## src/tmc_pkg.sv

```systemverilog
package tmc_pkg;
  // APB register byte addresses
  localparam logic [7:0] TMC_MODE_CFG_ADDR = 8'hdc;
  localparam logic [7:0] TMC_CTRL_ADDR     = 8'he0;
  // Mode configuration field positions
  localparam int TMC_MODE_LSB   = 0;
  localparam int TMC_EDGE_BIT   = 3;
  localparam int TMC_SRC_LSB    = 4;
  localparam int TMC_GATE_BIT   = 7;
  // Control register field positions
  localparam int TMC_START_BIT  = 0;
  localparam int TMC_STATUS_BIT = 1;
  // Reset values
  localparam logic [7:0] TMC_MODE_CFG_RST = 8'h00;
  localparam logic [7:0] TMC_DIV_RST      = 8'h00;
  // Divider terminal count and divide-by-2 mask
  localparam logic [2:0] TMC_DIV8_LAST = 3'h7;
  localparam logic [2:0] TMC_DIV2_MASK = 3'h1;
  // Operating mode codes
  localparam logic [2:0] TMC_MODE_TIMER  = 3'h0;
  localparam logic [2:0] TMC_MODE_PULSE  = 3'h1;
  localparam logic [2:0] TMC_MODE_EVENT  = 3'h2;
  localparam logic [2:0] TMC_MODE_PWIDTH = 3'h3;
  localparam logic [2:0] TMC_MODE_PPER   = 3'h4;
  // Count source codes
  localparam logic [2:0] TMC_SRC_DIV1 = 3'h0;
  localparam logic [2:0] TMC_SRC_DIV8 = 3'h1;
  localparam logic [2:0] TMC_SRC_FAST = 3'h2;
  localparam logic [2:0] TMC_SRC_DIV2 = 3'h3;
endpackage

```

## src/tmc_src_if.sv

```systemverilog
`timescale 1ns/100ps
interface tmc_src_if;
  logic [2:0] op_mode;
  logic [2:0] count_src_sel;
  logic       edge_polarity_sel;
  logic       count_src_gate_off;
  logic       count_tick;
  modport ctrl (output op_mode, output count_src_sel, output edge_polarity_sel,
                output count_src_gate_off, input count_tick);
  modport src  (input op_mode, input count_src_sel, input edge_polarity_sel,
                input count_src_gate_off, output count_tick);
endinterface

```

## src/tmc_top.sv

```systemverilog
// The implementer's own choice: the APB interface to the registers.
`timescale 1ns/100ps
// Summary of operation
// - Mode field 000..100 selects five modes
// - Bit 3 picks one or both pin edges
// - Bits 6..4 pick undivided, /8, fast, /2
// - Bit 7 high blocks the count clock
// - Event mode counts pin, ignores source
// - Mode register write resets toggle flop
module tmc_top
  import tmc_pkg::*;
(
  // Clock and reset
  input  wire logic        clk_in,
  input  wire logic        resetn_in,
  // APB slave
  input  wire logic        psel_in,
  input  wire logic        penable_in,
  input  wire logic        pwrite_in,
  input  wire logic [7:0]  paddr_in,
  input  wire logic [31:0] pwdata_in,
  output logic             pready_out,
  output logic             pslverr_out,
  output logic [31:0]      prdata_out,
  // Count source inputs
  input  wire logic        fast_onchip_osc_clk_in,
  input  wire logic        timer_io_pin_in,
  // Timer side outputs
  output logic             count_tick_out,
  output logic [4:0]       op_mode_onehot_out,
  output logic             edge_polarity_sel_out,
  output logic             counting_status_flag_out,
  output logic             toggle_ff_out
);

  typedef struct packed {
    logic [7:0]  mode_cfg;
    logic        start_req;
    logic        status;
    logic        toggle;
    logic        tick;
    logic [4:0]  mode_onehot;
    logic        pready;
    logic        pslverr;
    logic [31:0] prdata;
  } tmc_state_s;

  tmc_state_s state_r;
  tmc_state_s state_nxt;
  tmc_src_if  src_bus ();

  // Mode code to one-hot, illegal codes give none
  function automatic logic [4:0] tmc_mode_decode(input logic [2:0] code);
    logic [4:0] oh;
    oh = 5'h00;
    unique case (code)
      TMC_MODE_TIMER:  oh = 5'h01;
      TMC_MODE_PULSE:  oh = 5'h02;
      TMC_MODE_EVENT:  oh = 5'h04;
      TMC_MODE_PWIDTH: oh = 5'h08;
      TMC_MODE_PPER:   oh = 5'h10;
      default:         oh = 5'h00;
    endcase
    return oh;
  endfunction

  // Address check used in the setup phase
  function automatic logic tmc_addr_hit(input logic [7:0] addr);
    return (addr == TMC_MODE_CFG_ADDR) || (addr == TMC_CTRL_ADDR);
  endfunction

  logic setup_ph;
  logic access_wr;
  logic mode_wr;
  logic ctrl_wr;

  // APB phase decode
  always_comb begin
    setup_ph  = psel_in & ~penable_in;
    access_wr = psel_in & penable_in & state_r.pready & pwrite_in & ~state_r.pslverr;
    mode_wr   = access_wr & (paddr_in == TMC_MODE_CFG_ADDR);
    ctrl_wr   = access_wr & (paddr_in == TMC_CTRL_ADDR);
  end

  // Fields to the count source selector
  always_comb begin
    src_bus.op_mode            = state_r.mode_cfg[TMC_MODE_LSB +: 3];
    src_bus.count_src_sel      = state_r.mode_cfg[TMC_SRC_LSB +: 3];
    src_bus.edge_polarity_sel  = state_r.mode_cfg[TMC_EDGE_BIT];
    src_bus.count_src_gate_off = state_r.mode_cfg[TMC_GATE_BIT];
  end

  tmc_src_sel u_src (
    .clk_in                 (clk_in),
    .resetn_in              (resetn_in),
    .fast_onchip_osc_clk_in (fast_onchip_osc_clk_in),
    .timer_io_pin_in        (timer_io_pin_in),
    .cfg                    (src_bus)
  );

  // Next state: registers, status, toggle, APB answer
  always_comb begin
    state_nxt = state_r;
    // Answer is prepared in setup and shown in access
    state_nxt.pready  = setup_ph;
    state_nxt.pslverr = setup_ph & ~tmc_addr_hit(paddr_in);
    if (setup_ph) begin
      state_nxt.prdata = 32'h0000_0000;
      if (!pwrite_in && paddr_in == TMC_MODE_CFG_ADDR) begin
        state_nxt.prdata[7:0] = state_r.mode_cfg;
      end else if (!pwrite_in && paddr_in == TMC_CTRL_ADDR) begin
        state_nxt.prdata[TMC_START_BIT]  = state_r.start_req;
        state_nxt.prdata[TMC_STATUS_BIT] = state_r.status;
      end
    end
    // Register writes; mode and source are taken as written
    if (mode_wr) begin
      state_nxt.mode_cfg = pwdata_in[7:0];
    end
    if (ctrl_wr) begin
      state_nxt.start_req = pwdata_in[TMC_START_BIT];
    end
    // Status follows start request on a count clock tick
    if (src_bus.count_tick) begin
      state_nxt.status = state_r.start_req;
    end
    // Toggle in pulse output mode, reset by mode write
    if (mode_wr) begin
      state_nxt.toggle = 1'b0;
    end else if (src_bus.count_tick && state_r.status && state_r.mode_onehot[1]) begin
      state_nxt.toggle = ~state_r.toggle;
    end
    state_nxt.tick        = src_bus.count_tick;
    state_nxt.mode_onehot = tmc_mode_decode(state_r.mode_cfg[TMC_MODE_LSB +: 3]);
  end

  // State register
  always_ff @(posedge clk_in or negedge resetn_in) begin
    if (!resetn_in) begin
      state_r          <= '0;
      state_r.mode_cfg <= TMC_MODE_CFG_RST;
    end else begin
      state_r <= state_nxt;
    end
  end

  // Outputs straight from flops
  assign pready_out               = state_r.pready;
  assign pslverr_out              = state_r.pslverr;
  assign prdata_out               = state_r.prdata;
  assign count_tick_out           = state_r.tick;
  assign op_mode_onehot_out       = state_r.mode_onehot;
  assign edge_polarity_sel_out    = state_r.mode_cfg[TMC_EDGE_BIT];
  assign counting_status_flag_out = state_r.status;
  assign toggle_ff_out            = state_r.toggle;
endmodule

```

## src/tmc_src_sel.sv

```systemverilog
`timescale 1ns/100ps
module tmc_src_sel
  import tmc_pkg::*;
(
  // Clock and reset
  input  wire logic clk_in,
  input  wire logic resetn_in,
  // Count source inputs
  input  wire logic fast_onchip_osc_clk_in,
  input  wire logic timer_io_pin_in,
  // Configuration and tick
  tmc_src_if.src    cfg
);

  typedef struct packed {
    logic [2:0] div;
    logic       pin_prev;
  } tmc_src_s;

  tmc_src_s state_r;
  tmc_src_s state_nxt;
  logic     pin_edge;
  logic     src_tick;

  // Prescaler and pin history
  always_comb begin
    state_nxt          = state_r;
    state_nxt.div      = state_r.div + 3'h1;
    state_nxt.pin_prev = timer_io_pin_in;
  end

  // Pin edge: rising only, or both directions
  always_comb begin
    if (cfg.edge_polarity_sel) begin
      pin_edge = timer_io_pin_in ^ state_r.pin_prev;
    end else begin
      pin_edge = timer_io_pin_in & ~state_r.pin_prev;
    end
  end

  // Source select, event mode overrides, then gate
  always_comb begin
    src_tick = 1'b0;
    if (cfg.op_mode == TMC_MODE_EVENT) begin
      src_tick = pin_edge;
    end else begin
      unique case (cfg.count_src_sel)
        TMC_SRC_DIV1: src_tick = 1'b1;
        TMC_SRC_DIV8: src_tick = (state_r.div == TMC_DIV8_LAST);
        TMC_SRC_FAST: src_tick = fast_onchip_osc_clk_in;
        TMC_SRC_DIV2: src_tick = (state_r.div & TMC_DIV2_MASK) == TMC_DIV2_MASK;
        default:      src_tick = 1'b0;
      endcase
    end
    cfg.count_tick = src_tick & ~cfg.count_src_gate_off;
  end

  // State register
  always_ff @(posedge clk_in or negedge resetn_in) begin
    if (!resetn_in) begin
      state_r <= '0;
    end else begin
      state_r <= state_nxt;
    end
  end
endmodule

```

## config.mk

```make
export PLATFORM = sky130hd
export DESIGN_NAME = tmc_top
export DESIGN_NICKNAME = d
export VERILOG_FILES = /design/src/tmc_pkg.sv /design/src/tmc_src_if.sv /design/src/tmc_top.sv /design/src/tmc_src_sel.sv
export SDC_FILE = /design/constraint.sdc
export NUM_CORES = 1
export LEC_CHECK = 0
export CELL_PAD_IN_SITES_DETAIL_PLACEMENT = 0
export CELL_PAD_IN_SITES_GLOBAL_PLACEMENT = 1
export CORE_AREA = 2 2 66 68
export DETAILED_ROUTE_END_ITERATION = 7
export DIE_AREA = 0 0 68 70
export DONT_BUFFER_PORTS = 1
export GPL_TIMING_DRIVEN = 0
export PLACE_DENSITY_LB_ADDON = 0.25
export SETUP_SLACK_MARGIN = 0.4
export SYNTH_ARGS = -nofsm -noshare
export SYNTH_HDL_FRONTEND = slang
export SYNTH_HIERARCHICAL = 1
export SYNTH_SLANG_ARGS = --single-unit
export TNS_END_PERCENT = 30
```

## constraint.sdc

```tcl
create_clock -name clk_in -period 5.1 [get_ports clk_in]
set_input_delay 0.51 -clock clk_in [delete_from_list [all_inputs] [get_ports clk_in]]
set_output_delay 0.51 -clock clk_in [all_outputs]
set_load 0.005 [all_outputs]
```

==> results_dict.tcl, run 1 <==
set metrics [dict create \
    drt_iter0_markers 25 \
    cts.root.buffer_cell "clkbuf_8" \
    wire_length_reported_by_the_detailed_router_um 2730 \
    globalRouteOverflowTotal 0 \
    r2r.worst_path.cells 8 \
    placement_rows 24 \
    library_cell_with_the_highest_instance_count_after_synthesis "buf_4" \
    synth_seq_area_share_pct 49.4 \
    global_route.usage.total_pct 12.4 \
    p_per_area_nw_per_um2 251 \
    detailedPlacementHpwl_um 2080 \
    cts_made_buffers 5 \
    setup_tns_final_ns 0 \
    synth_edf_count 0 \
    areaGrowthSynthToFinish_pct 16.1 \
    worst_r2r_endpoint "toggle_ff_out" \
    io_buffer_count 0 \
    worst_path_largest_cell_delay_ns 0.40 \
    grt_pass1_vias 948 \
    postLayoutSetupSlackWorst_ns 3.22 \
    worstHoldPathType "in -> async" \
    die-height_um 70 \
    diodes 0 \
    drt_first_pass_iters 4 \
    status "finished, final reports clean" \
    fin_crit_ns 1.88 \
    post_synth_num_cell_types 34 \
    critical_path.startpoint_type "flip-flop" \
    critical_path.max_fanout 3 \
    proportion_of_layout_cells_with_a_drive_suffix_above_1_pct 39.4 \
    final.setup_skew_ns 0.00328 \
    max_clock_buf_depth 2 \
    grt_pass1_wl_um 4340 \
    initial_cell_density_of_the_core_pct 37.9 \
    max_freq_mhz 531 \
    antenna_found_initial 0 \
    grt_setup_unrepaired "false" \
    ant_nets 0 \
    cts_htree_levels 2 \
    irDropWorstVdd_mv 0.0780 \
    yosys.area.top_type_share_pct 49.4 \
    ys_dominant_reg_cell "dfrtp_1" \
    avgViaCountPerCell 4.42 \
    setup_slack_of_the_worst_register_to_register_path_ns 3.22 \
    fraction_of_registers_with_async_set_reset_pct 100 \
    postSynthAreaPerCell_um2 12.8 \
    timing.critical_path.slowest_stage_cell "a2111o_1" \
    synth.yosys.warnings 6 \
    biggest_area_contributors_in_the_synthesized_netlist "dfrtp_1, buf_4, mux2_4, a22o_1, ha_1" \
    remaining_max_slew_budget_at_the_tightest_pin_pct 43.1 \
    timing.max_cap.violations 0 \
    multi_input_comb_area_um2 578 \
    n_fill_cell 407 \
    setup_violations 0 \
    path_cells "ha_1 > ha_1 > nor3b_2 > a2111o_1 > a21oi_2 > nand3_1 > xnor2_1 > and2_2" \
    avgRoutedWirePerCell_um 13.2 \
    pre_cts_slack_ns 3.21 \
    crit_required_ns 5.27 \
    yosys-top-cells-count "buf_4, dfrtp_1, mux2_4" \
    clock_tree_from_tritoncts "built" \
    vias_after_detailed_routing 915 \
    regToRegStartpoint "u_src/state_r[1]" \
    hold_violations 0 \
    core_um2 4140 \
    die_area_um2 4760 \
    cts.clk_slew.worst_paths_ns 0.06 \
    crit_arrival_ns 2.05 \
    worst_setup_path_end_kind "flip-flop" \
    path_common_cell "ha_1" \
    yosysTopAreaCell "dfrtp_1" \
    final_wtd_congestion 0.752 \
    boundaryPins 90 \
    finish.utilization_pct 44.0 \
    post_cts_buffers 0 \
    synth_seq_cells 31 \
    total_leakage_power_nw 0.981 \
    worstSetupPathType "reg -> reg" \
    startpoint "u_src/state_r[1]" \
    count_of_clock_tree_sinks 31 \
    area.sequential_um2 776 \
    slew_at_the_pin_closest_to_its_max_slew_limit_ns 0.846 \
    clkLatencyLatePin_ns 0.28 \
    grt_max_degree 32 \
    post-route-period-util_pct 36.9 \
    syn_inst 123 \
    num-nets-final 204 \
    drv_slew 0 \
    post_synth_instance_area_um2 1570 \
    drc_errors 0 \
    fp.dieW_um 68 \
]
worst max-delay path, delay by kind of cell, from the launching register on:
| kind | cells | cell delay (ns) |
|---|---|---|
| AND/OR/NAND/NOR | 3 | 0.34 |
| AO/OA/AOI/OAI | 2 | 0.60 |
| adder cells (fa/ha/maj) | 2 | 0.32 |
| flip-flops | 1 | 0.37 |
| XOR/XNOR | 1 | 0.13 |
per-layer routing:
| layer | global-route usage, % | wire (um) |
|---|---|---|
| met5 | 0 | 0 |
| met4 | 7.33 | 54 |
| met3 | 3.38 | 193 |
| met2 | 20.4 | 1410 |
| met1 | 13.9 | 1060 |
state kept, by name, summed over array words and instances (netlist names):
name / cells
op_mode_onehot_out: 5
prdata_out: 8
pslverr_out: 1
src_bus.count_src_sel: 3
src_bus.op_mode: 3
src_bus.count_src_gate_off: 1
u_src/state_r: 4
pready_out: 1
toggle_ff_out: 1
count_tick_out: 1
edge_polarity_sel_out: 1
counting_status_flag_out: 1
state_r: 1
logic make-up (layout without fill, tap and decap cells):
kind of cell             Yosys count  count (layout)  synth area share [%]
AND/OR/NAND/NOR                   22              22                  11.7
flip-flops                        31              31                  49.4
multiplexers                      11              11                  9.71
XOR/XNOR                           1               1                 0.557
other                              1              24                 0.239
adder cells (fa/ha/maj)            3               3                  2.39
AO/OA/AOI/OAI                     12              12                  6.69
buffers and inverters             42              51                  19.3
cell usage in the layout, fill, tap and decap left out, types with 2 or more instances in the layout:
cell	count
clkbuf_1	3
dfrtp_1	31
mux2_2	2
buf_4	37
mux2_4	8
a22o_1	6
nor4_1	2
conb_1	24
and2_0	2
a221o_1	2
nor3b_1	4
clkbuf_8	5
inv_1	3
ha_1	3
where the power goes:
part	switching [mW]	total, mW	internal, mW
Clock	0.0822	0.178	0.0954
Sequential	0.00135	0.249	0.248
Combinational	0.0147	0.0315	0.0168
Total	0.0983	0.458	0.360
how the worst max path moves through the flow:
| stage | endpoint | slack, ns | cells after the start |
|---|---|---|---|
| after detailed placement | src_bus.count_src_sel[0] | 3.21 | 4 |
| final | toggle_ff_out | 3.22 | 8 |
| after floorplan | edge_polarity_sel_out | 3.27 | 4 |
| after global placement | prdata_out[1] | 3.22 | 3 |
| after global routing | toggle_ff_out | 3.14 | 8 |
| after CTS | toggle_ff_out | 3.21 | 8 |
metrics by stage:
stage               area (um^2)  instances  hold slack [ns]  power, mW
floorplan                  1660        146            0.214      0.276
global placement           1720        198            0.215      0.278
detailed placement         1720        198            0.215      0.278
CTS                        1820        207           0.0514      0.464
global route               1820        207           0.0567      0.478
finish                     1820        207           0.0469      0.458
layout make-up:
| type | count | area share [%] |
|---|---|---|
| clock buffers | 7 | 4.18 |
| well taps | 52 | 3.57 |
| plain buffers | 39 | 16.0 |
| clock inverters | 1 | 0.274 |
| repair buffers | 1 | 1.10 |
| inverters | 3 | 0.617 |
| multi-input cells | 73 | 31.7 |
| flip-flops and latches | 31 | 42.5 |
repair_timing:
item                                   4_1_cts  5_1_grt
endpoints found under the hold margin       31        0
gates resized for setup                      0        0
hold buffers                                 1        0
setup endpoints to repair                    0        0
Note: power is estimated with default switching activity, not from simulation.
==> inputs of run 2 (changes only) <==
ABC_AREA = 1   (was not set)
CORE_AREA = 2 2 70 72   (was 2 2 66 68)
DIE_AREA = 0 0 72 74   (was 0 0 68 70)
clock period = 1.6 ns   (was 5.1 ns; I/O delays follow)
==> run 2 against run 1 <==
Effect of this change:
- the run now ends with setup timing left
- sequential power grew to 3.2 times the previous value
- routed wire length grew 19%
- worst hold slack got worse by 0.029 ns
- via count up 32%
- first-iteration DRC count increased by 60%
- flip-flop and latch count is the same
- total power rose to 3.3 times the previous value
- setup slack worse by 3.2 ns
- clock power rose to 3.4 times the previous value
- global-route usage up 0.93 points
- die area rose by 12%
- sequential share of layout area down 4.6 points
- largest cell class unchanged
==> results_dict.tcl, run 2 <==
set metrics [dict create \
    p_per_area_nw_per_um2 750 \
    grt_pass1_vias 1106 \
    net-switching-power_mw 0.343 \
    crit_arrival_ns 1.79 \
    library_cell_with_the_highest_instance_count_after_synthesis "nand2_1" \
    avgRoutedWirePerCell_um 11.4 \
    drt_first_pass_iters 4 \
    final_cell_mix "nand2_1, buf_4, dfrtp_1" \
    finish.utilization_pct 44.4 \
    core_um2 4600 \
    num-nets-final 280 \
    whs_ns 0.0179 \
    fp.dieW_um 72 \
    ant_nets 0 \
    vias_after_detailed_routing 1207 \
    synth_edf_count 0 \
    globalRouteOverflowTotal 0 \
    start_point_of_the_worst_hold_path "pwdata_in[4]" \
    cts_htree_levels 2 \
    setup_violations 1 \
    dp.cells 270 \
    fraction_of_registers_with_async_set_reset_pct 100 \
    diodes 0 \
    path_cells "ha_1 > ha_1 > nor2_1 > a21oi_1 > nand2_1 > a21oi_4 > buf_4 > mux2_2" \
    yosys.area.top_type_share_pct 45.3 \
    failed_checks "setup timing" \
    total_leakage_power_nw 1.17 \
    yosys-top-cells-count "nand2_1, buf_4, dfrtp_1" \
    yosysTopAreaCell "dfrtp_1" \
    drv_slew 0 \
    combPwrFrac_pct 8.5 \
    timing.max_cap.violations 0 \
    seq_power_share_pct 51.9 \
    antenna_found_initial 0 \
    final.setup_skew_ns 0.00244 \
    wire_length_reported_by_the_detailed_router_um 3230 \
    syn_inst 193 \
    io_buffer_count 0 \
    grt_max_degree 32 \
    worst_setup_path_end_kind "flip-flop" \
    synth.yosys.warnings 6 \
    clkLatencyLatePin_ns 0.28 \
    boundaryPins 90 \
    final_common_cell "nand2_1" \
    grt_pass1_wl_um 5260 \
    critical_path.max_fanout 3 \
    post_synth_instance_area_um2 1710 \
    path_common_cell "ha_1" \
    critical_path_buf_inv_count 1 \
    timing.critical_path.max_delay_family "flip-flops" \
    irDropWorstVdd_mv 0.300 \
    count_of_clock_tree_sinks 31 \
    detailedPlacementHpwl_um 2400 \
    die-height_um 74 \
    ys_dominant_reg_cell "dfrtp_1" \
    timing.critical_path.slowest_stage_cell "dfrtp_1" \
    crit_required_ns 1.77 \
    final_wtd_congestion 0.737 \
    placement_rows 25 \
    biggest_area_contributors_in_the_synthesized_netlist "dfrtp_1, buf_4, nand2_1, nand3_1, inv_1" \
    p_sw_share_pct 22.4 \
    flip_flop_count_of_the_largest_register_after_layout 8 \
    layout.cells.non_filler 284 \
    grt_setup_unrepaired "true" \
    critical_path.startpoint_type "flip-flop" \
    fin_crit_ns 1.62 \
    postSynthAreaPerCell_um2 8.88 \
    status "finished, violations left" \
    cts.clk_slew.worst_paths_ns 0.06 \
    drc_errors 0 \
    areaGrowthSynthToFinish_pct 19.2 \
    drt_iter0_markers 40 \
    clkPwrFrac_pct 39.5 \
    synth_seq_cells 31 \
    total_design_power_mw 1.53 \
    post_synth_num_cell_types 24 \
    worstHoldPathType "in -> reg" \
    max_freq_mhz 616 \
    postLayoutSetupSlackWorst_ns -0.0221 \
    power_internal_mw 1.19 \
    startpoint "u_src/state_r[1]" \
    global_route.usage.total_pct 13.3 \
    avgViaCountPerCell 4.25 \
    die_area_um2 5330 \
    initial_cell_density_of_the_core_pct 37.3 \
    worstSetupPathType "reg -> reg" \
    proportion_of_layout_cells_with_a_drive_suffix_above_1_pct 31.3 \
    cts_made_buffers 5 \
    clock_tree_from_tritoncts "built" \
    synth_seq_area_share_pct 45.3 \
    max_clock_buf_depth 2 \
    cts.root.buffer_cell "clkbuf_8" \
    regToRegStartpoint "u_src/state_r[1]" \
    post-route-period-util_pct 101 \
    worst_path_largest_cell_delay_ns 0.35 \
    hold_violations 0 \
]
-- run 2: cell types whose count changed in the layout (fill, tap and decap cells not counted), sizes merged, moves of 6 or more --
cell	change
a22o	-6
inv	+20
mux2	-9
nand2	+54
nand3	+17
nor2	+8
-- run 2: metal layers --
layer	GRT usage (%)	up-vias	wire length, um
li1	-	615	-
met1	16.7	538	1410
met2	21.0	49	1470
met3	3.52	5	287
met4	7.55	0	68
met5	0	-	0
-- run 2: final timing paths --
| check | slack, ns | depth (start not counted) | end |
|---|---|---|---|
| min in group asynchronous | 0.32 | 2 | prdata_out[4] |
| max in group asynchronous | 1.11 | 2 | state_r[42] |
| worst min register to register | 0.47 | 1 | u_src/state_r[2] |
| worst max register to register | -0.02 | 8 | counting_status_flag_out |
| worst min-delay path | 0.02 | 2 | src_bus.count_src_sel[0] |
| worst max-delay path | -0.02 | 8 | counting_status_flag_out |
-- run 2: power groups by stage --
stage          Clock [mW]  Sequential [mW]  Combinational [mW]
5_1_grt             0.666            0.796               0.148
3_5_place_dp            0            0.810               0.100
2_1_floorplan           0            0.808              0.0934
6_report            0.606            0.796               0.130
4_1_cts             0.631            0.796               0.130
3_3_place_gp            0            0.810              0.0996
-- run 2: cell families after synthesis --
logic type	share of synthesized area, %
other	0.219
AO/OA/AOI/OAI	1.39
XOR/XNOR	0.511
flip-flops	45.3
buffers and inverters	21.8
multiplexers	0.657
adder cells (fa/ha/maj)	2.19
AND/OR/NAND/NOR	28.0
-- run 2: through the flow --
stage / setup WS [ns] / cell area, um^2 / setup TNS, ns
2_1_floorplan: 0.132 / 1800 / 0
3_3_place_gp: -0.0765 / 1870 / -0.0765
3_5_place_dp: -0.0871 / 1870 / -0.0875
4_1_cts: -0.0554 / 2020 / -0.0554
5_1_grt: -0.148 / 2040 / -0.290
6_report: -0.0221 / 2040 / -0.0221
-- run 2: cell type report --
class	count	area, um^2
inverters	23	96.3
flip-flops and latches	31	776
multi-input cells	125	666
fillers	464	2550
clock buffers	6	82.6
repair buffers	7	72.6
well taps	54	67.6
plain buffers	37	278
clock inverters	1	5.00
-- run 2: repair_timing --
item / CTS / global route
endpoints found under the setup margin: 3 / 4
endpoints found under the hold margin: 33 / 0
setup buffers: 2 / 1
hold buffers: 4 / 0
gates resized for setup: 0 / 4
pin swaps: 3 / 3
